--- src/verilog/lbm_defines.svh ---
// Timing counts, field widths and configuration fields of the local bus master
`ifndef LBM_DEFINES_SVH
`define LBM_DEFINES_SVH
`define LBM_APB_CONF 12'h000
`define LBM_APB_CMD 12'h004
`define LBM_APB_STAT 12'h008
`define LBM_APB_RDATA 12'h00c
`define LBM_DIV_LSB 0
`define LBM_DIV_MSB 7
`define LBM_WAIT_LSB 8
`define LBM_WAIT_MSB 11
`define LBM_EXT_BIT 12
`define LBM_READY_INPUT_ENABLE_BIT 13
`define LBM_MUX_BIT 14
`define LBM_CONF_RST 32'h0000_0000
`define LBM_STROBE_BASE 5'h02
`define LBM_GAP_RD 5'h02
`define LBM_GAP_WR 5'h05
`define LBM_ALE_NORM 2'h1
`define LBM_ALE_EXT 2'h2
`define LBM_ADDR_PHASE 5'h02
`define LBM_HOLD_CLKS 2'h1
`endif

--- src/verilog/lbm_pkg.sv ---
// Types shared by the local bus master
package lbm_pkg;
  typedef enum logic [6:0] {
    LBM_IDLE = 7'h01, LBM_ADDR = 7'h02, LBM_SETUP = 7'h04, LBM_STRB = 7'h08,
    LBM_DHOLD = 7'h10, LBM_GAP = 7'h20, LBM_HELD = 7'h40
  } lbm_state_t;
  typedef struct packed {
    logic [15:0] addr;
    logic [15:0] data;
    logic write;
    logic hi_byte;
  } lbm_req_t;
endpackage
--- src/verilog/lbm_master.sv ---
// Local bus master port: cycle sequencing behind an APB register slave
//
// Chosen here: the APB slave port and the register addresses.
`timescale 1ns/100ps
`default_nettype none
`include "lbm_defines.svh"
module lbm_master (
  // Clock and reset
  input wire logic REF_CLK_I,
  input wire logic RSTN_I,
  // APB slave
  input wire logic PSEL_I,
  input wire logic PENABLE_I,
  input wire logic PWRITE_I,
  input wire logic [11:0] PADDR_I,
  input wire logic [31:0] PWDATA_I,
  output logic [31:0] PRDATA_O,
  output logic PREADY_O,
  output logic PSLVERR_O,
  // Local bus
  output logic LOCAL_CLOCK_OUT_O,
  output logic ADDR_LATCH_STROBE_O,
  output logic [15:0] LOCAL_ADDRESS_LINES_O,
  output logic HIGH_BYTE_ENABLE_O,
  output logic CHIP_SELECT_OUT_O,
  output logic READ_STROBE_O,
  output logic WRITE_STROBE_O,
  input wire logic [15:0] LOCAL_DATA_BUS_I,
  output logic [15:0] LOCAL_DATA_BUS_O,
  output logic LOCAL_DATA_BUS_OE_O,
  input wire logic LOCAL_WAIT_READY_I,
  // Arbitration
  input wire logic HOLD_REQUEST_IN_I,
  output logic HOLD_ACK_OUT_O,
  output logic BUS_REREQUEST_OUT_O
);
  ////////////////////////////////////////////////////////////////////////////
  // Registers
  logic [31:0] local_bus_config_ff;
  lbm_pkg::lbm_req_t req_ff;
  logic pend_ff;
  logic [15:0] rdata_ff;
  lbm_pkg::lbm_state_t st_ff, nxt_st;
  logic [7:0] div_ff;
  logic tick_ff;
  logic [4:0] cnt_ff, nxt_cnt;
  logic [1:0] hold_ff;
  logic mux_cyc_ff;
  logic [1:0] ale_cnt_ff;

  // Configuration fields
  wire [7:0] div_factor = local_bus_config_ff[`LBM_DIV_MSB:`LBM_DIV_LSB];
  wire [3:0] master_wait_count = local_bus_config_ff[`LBM_WAIT_MSB:`LBM_WAIT_LSB];
  wire latch_pulse_extend = local_bus_config_ff[`LBM_EXT_BIT];
  wire ready_input_enable = local_bus_config_ff[`LBM_READY_INPUT_ENABLE_BIT];
  wire mux_mode = local_bus_config_ff[`LBM_MUX_BIT];

  // APB decode
  wire apb_acc = PSEL_I & PENABLE_I;
  wire apb_wr = apb_acc & PWRITE_I;
  wire hit_conf = PADDR_I == `LBM_APB_CONF;
  wire hit_cmd = PADDR_I == `LBM_APB_CMD;
  wire hit_stat = PADDR_I == `LBM_APB_STAT;
  wire hit_rd = PADDR_I == `LBM_APB_RDATA;
  wire hit_any = hit_conf | hit_cmd | hit_stat | hit_rd;
  wire cmd_take = apb_wr & hit_cmd & ~pend_ff;
  wire [31:0] rd_mux = hit_conf ? local_bus_config_ff :
                       hit_stat ? {25'h0, st_ff} | {pend_ff, 31'h00000000} :
                       hit_rd ? {16'h0000, rdata_ff} : 32'h0000_0000;

  // Strobe may end: base+waits done and ready not stretching
  wire rdy_wait = ready_input_enable & ~LOCAL_WAIT_READY_I;
  wire strobe_done = (cnt_ff == 5'h00) & ~rdy_wait;
  wire idle_ok = st_ff == lbm_pkg::LBM_IDLE;

  ////////////////////////////////////////////////////////////////////////////
  // APB slave: zero wait, error on unmapped or busy command
  always_ff @(posedge REF_CLK_I) begin
    if (!RSTN_I) begin
      local_bus_config_ff <= `LBM_CONF_RST;
      PRDATA_O <= 32'h0000_0000;
      PREADY_O <= 1'b0;
      PSLVERR_O <= 1'b0;
    end else begin
      PREADY_O <= PSEL_I & ~PENABLE_I;
      PSLVERR_O <= PSEL_I & ~PENABLE_I & (~hit_any | (PWRITE_I & hit_cmd & pend_ff));
      PRDATA_O <= (PSEL_I & ~PENABLE_I & ~PWRITE_I) ? rd_mux : 32'h0000_0000;
      if (apb_wr & hit_conf & PREADY_O) local_bus_config_ff <= PWDATA_I;
    end
  end

  // Command word: address low half, write data high half
  // An access flagged as refused at setup never loads, even if the gap ends meanwhile
  always_ff @(posedge REF_CLK_I) begin
    if (!RSTN_I) begin
      req_ff <= '0;
      pend_ff <= 1'b0;
    end else begin
      if (cmd_take & PREADY_O & ~PSLVERR_O) begin
        req_ff <= {PWDATA_I[15:0], PWDATA_I[31:16], PWDATA_I[31], PWDATA_I[30]};
        pend_ff <= 1'b1;
      end else if (st_ff == lbm_pkg::LBM_GAP && nxt_st != lbm_pkg::LBM_GAP) begin
        pend_ff <= 1'b0;
      end
    end
  end

  ////////////////////////////////////////////////////////////////////////////
  // Local clock divider: tick every div_factor+1 system clocks
  always_ff @(posedge REF_CLK_I) begin
    if (!RSTN_I) begin
      div_ff <= 8'h00;
      tick_ff <= 1'b0;
      LOCAL_CLOCK_OUT_O <= 1'b0;
    end else begin
      // Wrap at once if a smaller factor is written mid-count
      tick_ff <= div_ff >= div_factor;
      div_ff <= (div_ff >= div_factor) ? 8'h00 : div_ff + 8'h01;
      LOCAL_CLOCK_OUT_O <= div_ff < {1'b0, div_factor[7:1]} + 8'h01;
    end
  end

  ////////////////////////////////////////////////////////////////////////////
  // Cycle state machine, advancing on local ticks except out of data hold and into or out of hold
  always_comb begin
    nxt_st = st_ff;
    nxt_cnt = cnt_ff;
    case (st_ff)
      lbm_pkg::LBM_IDLE: begin
        if (hold_ff == `LBM_HOLD_CLKS) nxt_st = lbm_pkg::LBM_HELD;
        else if (pend_ff & tick_ff & ~HOLD_REQUEST_IN_I) begin
          nxt_st = mux_mode ? lbm_pkg::LBM_ADDR : lbm_pkg::LBM_SETUP;
          nxt_cnt = `LBM_ADDR_PHASE - 5'h01;
        end
      end
      lbm_pkg::LBM_ADDR: if (tick_ff) begin
        if (cnt_ff == 5'h00) begin
          nxt_st = lbm_pkg::LBM_STRB;
          nxt_cnt = `LBM_STROBE_BASE + {1'b0, master_wait_count} - 5'h01;
        end else nxt_cnt = cnt_ff - 5'h01;
      end
      lbm_pkg::LBM_SETUP: if (tick_ff) begin
        nxt_st = lbm_pkg::LBM_STRB;
        nxt_cnt = `LBM_STROBE_BASE + {1'b0, master_wait_count} - 5'h01;
      end
      lbm_pkg::LBM_STRB: if (tick_ff) begin
        if (strobe_done) begin
          nxt_st = req_ff.write ? lbm_pkg::LBM_DHOLD : lbm_pkg::LBM_GAP;
          nxt_cnt = (req_ff.write ? `LBM_GAP_WR : `LBM_GAP_RD) - 5'h01;
        end else if (cnt_ff != 5'h00) nxt_cnt = cnt_ff - 5'h01;
      end
      lbm_pkg::LBM_DHOLD: nxt_st = lbm_pkg::LBM_GAP;
      lbm_pkg::LBM_GAP: if (tick_ff) begin
        if (cnt_ff == 5'h00) nxt_st = lbm_pkg::LBM_IDLE;
        else nxt_cnt = cnt_ff - 5'h01;
      end
      lbm_pkg::LBM_HELD: if (!HOLD_REQUEST_IN_I) nxt_st = lbm_pkg::LBM_IDLE;
      default: nxt_st = lbm_pkg::LBM_IDLE;
    endcase
  end

  always_ff @(posedge REF_CLK_I) begin
    if (!RSTN_I) begin
      st_ff <= lbm_pkg::LBM_IDLE;
      cnt_ff <= 5'h00;
    end else begin
      st_ff <= nxt_st;
      cnt_ff <= nxt_cnt;
    end
  end

  // Hold qualification: grant only from idle
  always_ff @(posedge REF_CLK_I) begin
    if (!RSTN_I) hold_ff <= 2'h0;
    else if (HOLD_REQUEST_IN_I & idle_ok) hold_ff <= (hold_ff == `LBM_HOLD_CLKS) ? hold_ff : hold_ff + 2'h1;
    else hold_ff <= 2'h0;
  end

  // Latch strobe length counter
  always_ff @(posedge REF_CLK_I) begin
    if (!RSTN_I) ale_cnt_ff <= 2'h0;
    else if (st_ff == lbm_pkg::LBM_IDLE && nxt_st == lbm_pkg::LBM_ADDR)
      ale_cnt_ff <= latch_pulse_extend ? `LBM_ALE_EXT : `LBM_ALE_NORM;
    else if (tick_ff && ale_cnt_ff != 2'h0) ale_cnt_ff <= ale_cnt_ff - 2'h1;
  end

  ////////////////////////////////////////////////////////////////////////////
  // Pin outputs, all registered
  always_ff @(posedge REF_CLK_I) begin
    if (!RSTN_I) begin
      ADDR_LATCH_STROBE_O <= 1'b0;
      LOCAL_ADDRESS_LINES_O <= 16'h0000;
      HIGH_BYTE_ENABLE_O <= 1'b0;
      CHIP_SELECT_OUT_O <= 1'b0;
      READ_STROBE_O <= 1'b0;
      WRITE_STROBE_O <= 1'b0;
      LOCAL_DATA_BUS_O <= 16'h0000;
      LOCAL_DATA_BUS_OE_O <= 1'b1;
      HOLD_ACK_OUT_O <= 1'b0;
      BUS_REREQUEST_OUT_O <= 1'b0;
      rdata_ff <= 16'h0000;
      mux_cyc_ff <= 1'b0;
    end else begin
      mux_cyc_ff <= (nxt_st == lbm_pkg::LBM_ADDR);
      ADDR_LATCH_STROBE_O <= (nxt_st == lbm_pkg::LBM_ADDR) &
        ((st_ff == lbm_pkg::LBM_IDLE) | (ale_cnt_ff > 2'h1) | ((ale_cnt_ff == 2'h1) & ~tick_ff));
      LOCAL_ADDRESS_LINES_O <= req_ff.addr;
      HIGH_BYTE_ENABLE_O <= req_ff.hi_byte;
      CHIP_SELECT_OUT_O <= nxt_st inside {lbm_pkg::LBM_ADDR, lbm_pkg::LBM_SETUP, lbm_pkg::LBM_STRB};
      READ_STROBE_O <= (nxt_st == lbm_pkg::LBM_STRB) & ~req_ff.write;
      WRITE_STROBE_O <= (nxt_st == lbm_pkg::LBM_STRB) & req_ff.write;
      // Address on shared lines in mux address phase, else write data
      LOCAL_DATA_BUS_O <= (nxt_st == lbm_pkg::LBM_ADDR) ? req_ff.addr : req_ff.data;
      LOCAL_DATA_BUS_OE_O <= ~((nxt_st == lbm_pkg::LBM_ADDR) |
        (req_ff.write & (nxt_st inside {lbm_pkg::LBM_SETUP, lbm_pkg::LBM_STRB, lbm_pkg::LBM_DHOLD})));
      HOLD_ACK_OUT_O <= nxt_st == lbm_pkg::LBM_HELD;
      BUS_REREQUEST_OUT_O <= (nxt_st == lbm_pkg::LBM_HELD) & pend_ff;
      if (st_ff == lbm_pkg::LBM_STRB && tick_ff && strobe_done && !req_ff.write) rdata_ff <= LOCAL_DATA_BUS_I;
    end
  end
endmodule
`default_nettype wire

--- config.mk ---
export PLATFORM = sky130hd
export DESIGN_NAME = lbm_master
export DESIGN_NICKNAME = d
export VERILOG_FILES = /design/src/verilog/lbm_pkg.sv /design/src/verilog/lbm_master.sv
export VERILOG_INCLUDE_DIRS = /design/src /design/src/verilog
export SDC_FILE = /design/constraint.sdc
export NUM_CORES = 1
export LEC_CHECK = 0
export ABC_AREA = 1
export BUFFER_PORTS_ARGS = -buffer_cell sky130_fd_sc_hd__buf_4
export CORE_MARGIN = 8
export CORE_UTILIZATION = 60
export CTS_BUF_LIST = sky130_fd_sc_hd__clkbuf_2
export DETAILED_ROUTE_END_ITERATION = 6
export PLACE_DENSITY_LB_ADDON = 0.15
export SLEW_MARGIN = 20
export SYNTH_ARGS = -nofsm -noshare
export SYNTH_HDL_FRONTEND = slang
export SYNTH_SLANG_ARGS = --single-unit
--- constraint.sdc ---
create_clock -name REF_CLK_I -period 3.5 [get_ports REF_CLK_I]
set_input_delay 0.7 -clock REF_CLK_I [delete_from_list [all_inputs] [get_ports REF_CLK_I]]
set_output_delay 0.7 -clock REF_CLK_I [all_outputs]
set_load 0.005 [all_outputs]
# == Word-level counts from Yosys, hierarchy flattened ==
# Cells that the tools add are included.
# totals
word_cells,162
regBits,183
# op_classes
n_lt_le_gt_ge,3
addsub,8
bitwise,44
reduce_logical,20
n_mux,34
n_eq_ne,26
# op_table
cell,n
two-way mux 7 bit,10
two-way mux 32 bit,2
two-way mux 5 bit,10
one-hot mux 7 bit (7 select lines),1
two-way mux 16 bit,2
bitwise OR 7 x 32 -> 32 bit,1
one-hot mux 5 bit (5 select lines),1
bitwise AND 1 bit,24
== test 12 x 4 -> 1 bit (second input constant),2
== test 7 x 2 -> 1 bit (second input constant),2
== test 7 x 3 -> 1 bit (second input constant),2
== test 7 x 4 -> 1 bit (second input constant),2
== test 7 x 5 -> 1 bit (second input constant),2
== test 7 bit (second input constant),2
== test 12 x 3 -> 1 bit (second input constant),1
logical NOT 12 bit,1
inequality test 2 bit (second input constant),6
NOT 1 bit,12
nonzero test 5 bit,2
subtractor 5 x 1 -> 5 bit (second input constant),2
AND reduction 9 bit,1
adder 7 x 1 -> 8 bit (second input constant),1
adder 8 x 1 -> 8 bit (second input constant),1
>= comparator 8 bit,1
other kinds (24),44

# == Longest topological paths before layout ==
# logic_depth
word_depth,12
mapped_depth,11
mapped_depth_nobuf,11

# == Worst setup path after synthesis ==
# No wires, ideal clock.
# synth_timing
kind,input port to flip-flop
from,input PADDR_I[1]
to,register local_bus_config_ff[10]
arrival_time_ps,1712
required_time_ps,3353
n_path_buf,1
slack_ps,1641
setup_time_ps,147
stages,7
path_cell_list,nor2_2 > inv_2 > nor3_4 > nand3_4 > clkbuf_1 > nor2_1 > a211oi_2
# synth_between
elab_chain_len,3
# synth_lines
element,line_no,source
"start, declared",lbm_master.sv:15,"input wire logic [11:0] PADDR_I,"
logical NOT 12 bit (no line),--,
bitwise AND 1 bit (2 in series),lbm_master.sv:88,if (apb_wr & hit_conf & PREADY_O) local_bus_config_ff <= PWDATA_I;
"end signal, assigned",lbm_master.sv:80,local_bus_config_ff <= `LBM_CONF_RST;
"end, declared",lbm_master.sv:39,logic [31:0] local_bus_config_ff;
# No other way between the ends.
# A chain may end at the register's enable or synchronous reset.

# == Worst setup path after layout ==
# layout_timing
from,register pend_ff
to,register LOCAL_DATA_BUS_OE_O
# layout_between
elab_chain_len,10
elab_cells_between_ends,13
classes_between,eq/ne (4); mux (3); bitwise (5); reduce/logical (1)
# layout_lines
element,line_no,source
"start, declared",lbm_master.sv:41,logic pend_ff;
"start signal, assigned",lbm_master.sv:97,pend_ff <= 1'b0;
"start signal, assigned",lbm_master.sv:101,pend_ff <= 1'b1;
"start signal, assigned",lbm_master.sv:103,pend_ff <= 1'b0;
bitwise AND 1 bit (*) (2 in series),lbm_master.sv:131,else if (pend_ff & tick_ff & ~HOLD_REQUEST_IN_I) begin
two-way mux 7 bit (*),lbm_master.sv:131,
two-way mux 7 bit (*),lbm_master.sv:130,if (hold_ff == `LBM_HOLD_CLKS) nxt_st = lbm_pkg::LBM_HELD;
one-hot mux 7 bit (7 select lines) (*),lbm_master.sv:128,case (st_ff)
== test 7 x 3 -> 1 bit (tied with other cells),lbm_master.sv:215,"(req_ff.write & (nxt_st inside {lbm_pkg::LBM_SETUP, lbm_pkg::LBM_STRB, lbm_pkg::LBM_DHOLD})));"
nonzero test 3 bit,lbm_master.sv:215,
bitwise AND 1 bit,lbm_master.sv:215,
bitwise OR 1 bit (*),lbm_master.sv:214,LOCAL_DATA_BUS_OE_O <= ~((nxt_st == lbm_pkg::LBM_ADDR) |
NOT 1 bit (*),lbm_master.sv:214,
"end signal, assigned",lbm_master.sv:214,
"end, declared",lbm_master.sv:30,"output logic LOCAL_DATA_BUS_OE_O,"
# Mark *: on every way between the ends. The rest lies on a longest branch, timed or not.

==> impl_metrics.env <==
export IMPL_drv_slew=0
export IMPL_seq_area_frac_synth=0.481
export IMPL_endpoint="LOCAL_DATA_BUS_OE_O"
export IMPL_coreArea_um2=12500
export IMPL_ys_flop_type="dfxtp_1"
export IMPL_die_area_um2=16400
export IMPL_grt_max_degree=65
export IMPL_post_drt_wl_per_cell_um=14.9
export IMPL_cp_end_kind="flip-flop"
export IMPL_synth_edf_count=0
export IMPL_crit_reg2reg_launch="pend_ff"
export IMPL_crit_required_ns=4.15
export IMPL_cts_hold_buf=0
export IMPL_first_global_vias=6064
export IMPL_hold_start="PENABLE_I"
export IMPL_cts_tree="built"
export IMPL_portBuffers=141
export IMPL_cts_buffers_inserted=17
export IMPL_ys_types=41
export IMPL_track_usage=0.226
export IMPL_stdcell_area_um2=8890
export IMPL_multi_input_area_um2=3270
export IMPL_dp_hpwl_um=13500
export IMPL_num_vias=6358
export IMPL_yosys_warnings=0
export IMPL_synth_largest_area_cell="dfxtp_1"
export IMPL_drc=0
export IMPL_dpl_cell_count=1205
export IMPL_worstHoldPathType="in -> reg"
export IMPL_register_area_um2=3620
export IMPL_setup_viol=0
export IMPL_worstSetupPathType="reg -> reg"
export IMPL_cts_clk_slew_worst_paths_ns=0.23
export IMPL_status="finished, final reports clean"
export IMPL_route_met3_wl_um=1590
export IMPL_rows=41
export IMPL_syn_inst=921
export IMPL_yosysTopAreaCellShare=0.481
export IMPL_syn_avg_cell_area_um2=8.18
export IMPL_grt_pass1_wl_um=29200
export IMPL_drt_wl_total_um=18400
export IMPL_startpoint="pend_ff"
export IMPL_cts_path_max_buffers=2
export IMPL_placed_cell_area_um2=8690
export IMPL_clock_fmax_ghz=0.500
export IMPL_synth_seq_cells=181
export IMPL_vias_per_cell=5.14
export IMPL_postCtsSetupBuffers=0
export IMPL_htreeDepth=4
export IMPL_top_layer_used="met4"
export IMPL_area_growth_pct=18.0
export IMPL_cts_resized=0
export IMPL_diodes=0
export IMPL_peakVddDrop_v=0.000403
export IMPL_finalNetCount=1142
export IMPL_synth_nets=1011
export IMPL_syn_area_um2=7540
export IMPL_fp_dieW_um=128
export IMPL_insertion_delay_ns=0.74
export IMPL_wl_met2_um=8220
export IMPL_fin_cells=1236
export IMPL_worst_pin_slew_ns=0.817
export IMPL_io_pins=142
export IMPL_drive_above_1_share=0.234
export IMPL_maxCapViolCount=0
export IMPL_drtIter0Drc=466
export IMPL_finalSetupTns_ns=0
export IMPL_relSlewSlack=0.455
export IMPL_n_fill_cell=1045
export IMPL_drt_met1_wl_um=8120
export IMPL_rrSetupSlack_ns=1.50
export IMPL_start_util=0.605
export IMPL_p_leak_uw=0.00394
export IMPL_period_needed_ns=2.00
export IMPL_die_y_um=128
export IMPL_place_gp_congestion=0.906
export IMPL_clock_skew_ns=0.0356
export IMPL_synth_area_leaders="dfxtp_1 (48%), nor2_1 (8.7%), inv_1 (5.7%), a211oi_2 (5.3%), nand2_1 (5.1%)"
export IMPL_dr_pass1_iters=5
export IMPL_fin_crit_sh=0.571
export IMPL_cp_data_arrival_time_ns=2.65
export IMPL_gr_total_overflow=0
export IMPL_rsz0062_at_grt="no"
export IMPL_reg2regPathDepth=8
export IMPL_async_reset_ff_frac=0
export IMPL_crit_fanout=33
export IMPL_antenna_found_initial=0
export IMPL_ant_nets=0
export IMPL_r2r_end="LOCAL_DATA_BUS_OE_O"
export IMPL_startpoint_type="flip-flop"
export IMPL_hold_viol=0
export IMPL_cts_num_sinks=181
export IMPL_final_core_util=0.713
export IMPL_cts_root_buffer="clkbuf_2"
export IMPL_power_density_nw_per_um2=390
==> cell type report <==
type	count	share of cell area
clock inverter	12	0.0120
sequential	181	0.407
clock buffer	19	0.0107
tap	172	0.0242
timing repair buffer	146	0.125
inverter	127	0.0536
multi-input combinational	579	0.367
==> per-stage QoR <==
step	worst slack (ns)	hold WS, ns	total power (uW)
after floorplan	1.64	0.407	2400
after global placement	1.06	0.418	2540
after detailed placement	0.993	0.412	2540
after CTS	1.46	0.0652	3480
after global routing	1.30	0.0638	3610
final	1.50	0.130	3460
==> cell families (layout without fill, tap and decap cells) <==
logic type / Yosys count / after routing / synth area share
simple gates: 355 / 355 / 0.209
compound gates: 185 / 185 / 0.168
flops: 181 / 181 / 0.481
buf+inv: 161 / 304 / 0.0863
fa+ha+maj: 23 / 23 / 0.0382
xor+xnor: 16 / 16 / 0.0186
==> Yosys cell counts, types with 2 or more instances <==
cell and number:
and2_1 2, nand2_2 5, o21ai_1 17, nor2_1 175, a211oi_2 32, buf_2 7, inv_2 11, nand2_1 102
buf_6 3, inv_1 115, buf_4 4, nor2_4 7, xor2_1 11, buf_1 4, ha_1 23, nor2_2 6
o21ai_0 62, nor3_1 7, clkbuf_1 16, dfxtp_1 181, nor3_4 2, nand4_1 8, o211ai_1 9, nand3_2 5
nand3_1 31, xnor2_1 5, a211oi_1 17, a21oi_1 41
==> per-layer routing <==
metal,GRT usage,up-vias
met5,0,-
met4,0.0874,0
met3,0.0770,32
met2,0.358,216
met1,0.277,2869
li1,-,3241
==> cell usage in the layout, fill, tap and decap left out, types with 7 or more instances in the layout <==
| cell | netlist | final |
|---|---|---|
| a211oi_1 | 17 | 17 |
| a211oi_2 | 32 | 32 |
| a21oi_1 | 41 | 41 |
| buf_4 | 4 | 145 |
| clkbuf_2 | 0 | 19 |
| dfxtp_1 | 181 | 181 |
| ha_1 | 23 | 23 |
| inv_1 | 115 | 115 |
| inv_2 | 11 | 11 |
| nand2_1 | 102 | 102 |
| nand3_1 | 31 | 30 |
| nand4_1 | 8 | 8 |
| nor2_1 | 175 | 175 |
| nor2_4 | 7 | 7 |
| nor3_1 | 7 | 7 |
| o211ai_1 | 9 | 9 |
| o21ai_0 | 62 | 62 |
| o21ai_1 | 17 | 17 |
| xor2_1 | 11 | 11 |
==> flip-flops by register name (all words and copies together) (netlist names), 2 cells and up <==
signal and cells:
hold_ff 2, cnt_ff 5, LOCAL_ADDRESS_LINES_O 16, req_ff 32, div_ff 8, st_ff 7
ale_cnt_ff 2, LOCAL_DATA_BUS_O 16, rdata_ff 16, PRDATA_O 32, local_bus_config_ff 32
==> critical path: stages, from the launching register on <==
cell,delay [ns]
dfxtp_1,0.48
inv_2,0.11
nor3_4,0.25
nand2_1,0.12
o21ai_2,0.11
nand2_2,0.12
nand2_4,0.33
o21ai_0,0.19
o21bai_1,0.20
==> where the power goes <==
group	internal, uW	switching (uW)	total [uW]	leakage (uW)
Sequential	2090	12.9	2100	0.00146
Clock	260	697	957	0.000128
Combinational	150	256	406	0.00236
Total	2500	966	3460	0.00394
==> how the worst min path moves through the flow <==
| stage | to | cells past startpoint |
|---|---|---|
| detailed placement | LOCAL_ADDRESS_LINES_O[13] | 2 |
| global placement | LOCAL_ADDRESS_LINES_O[15] | 2 |
| CTS | PSLVERR_O | 2 |
| finish | PSLVERR_O | 2 |
| global route | PSLVERR_O | 2 |
| floorplan | LOCAL_ADDRESS_LINES_O[0] | 2 |
No activity file was read; power rests on OpenSTA's default activity.
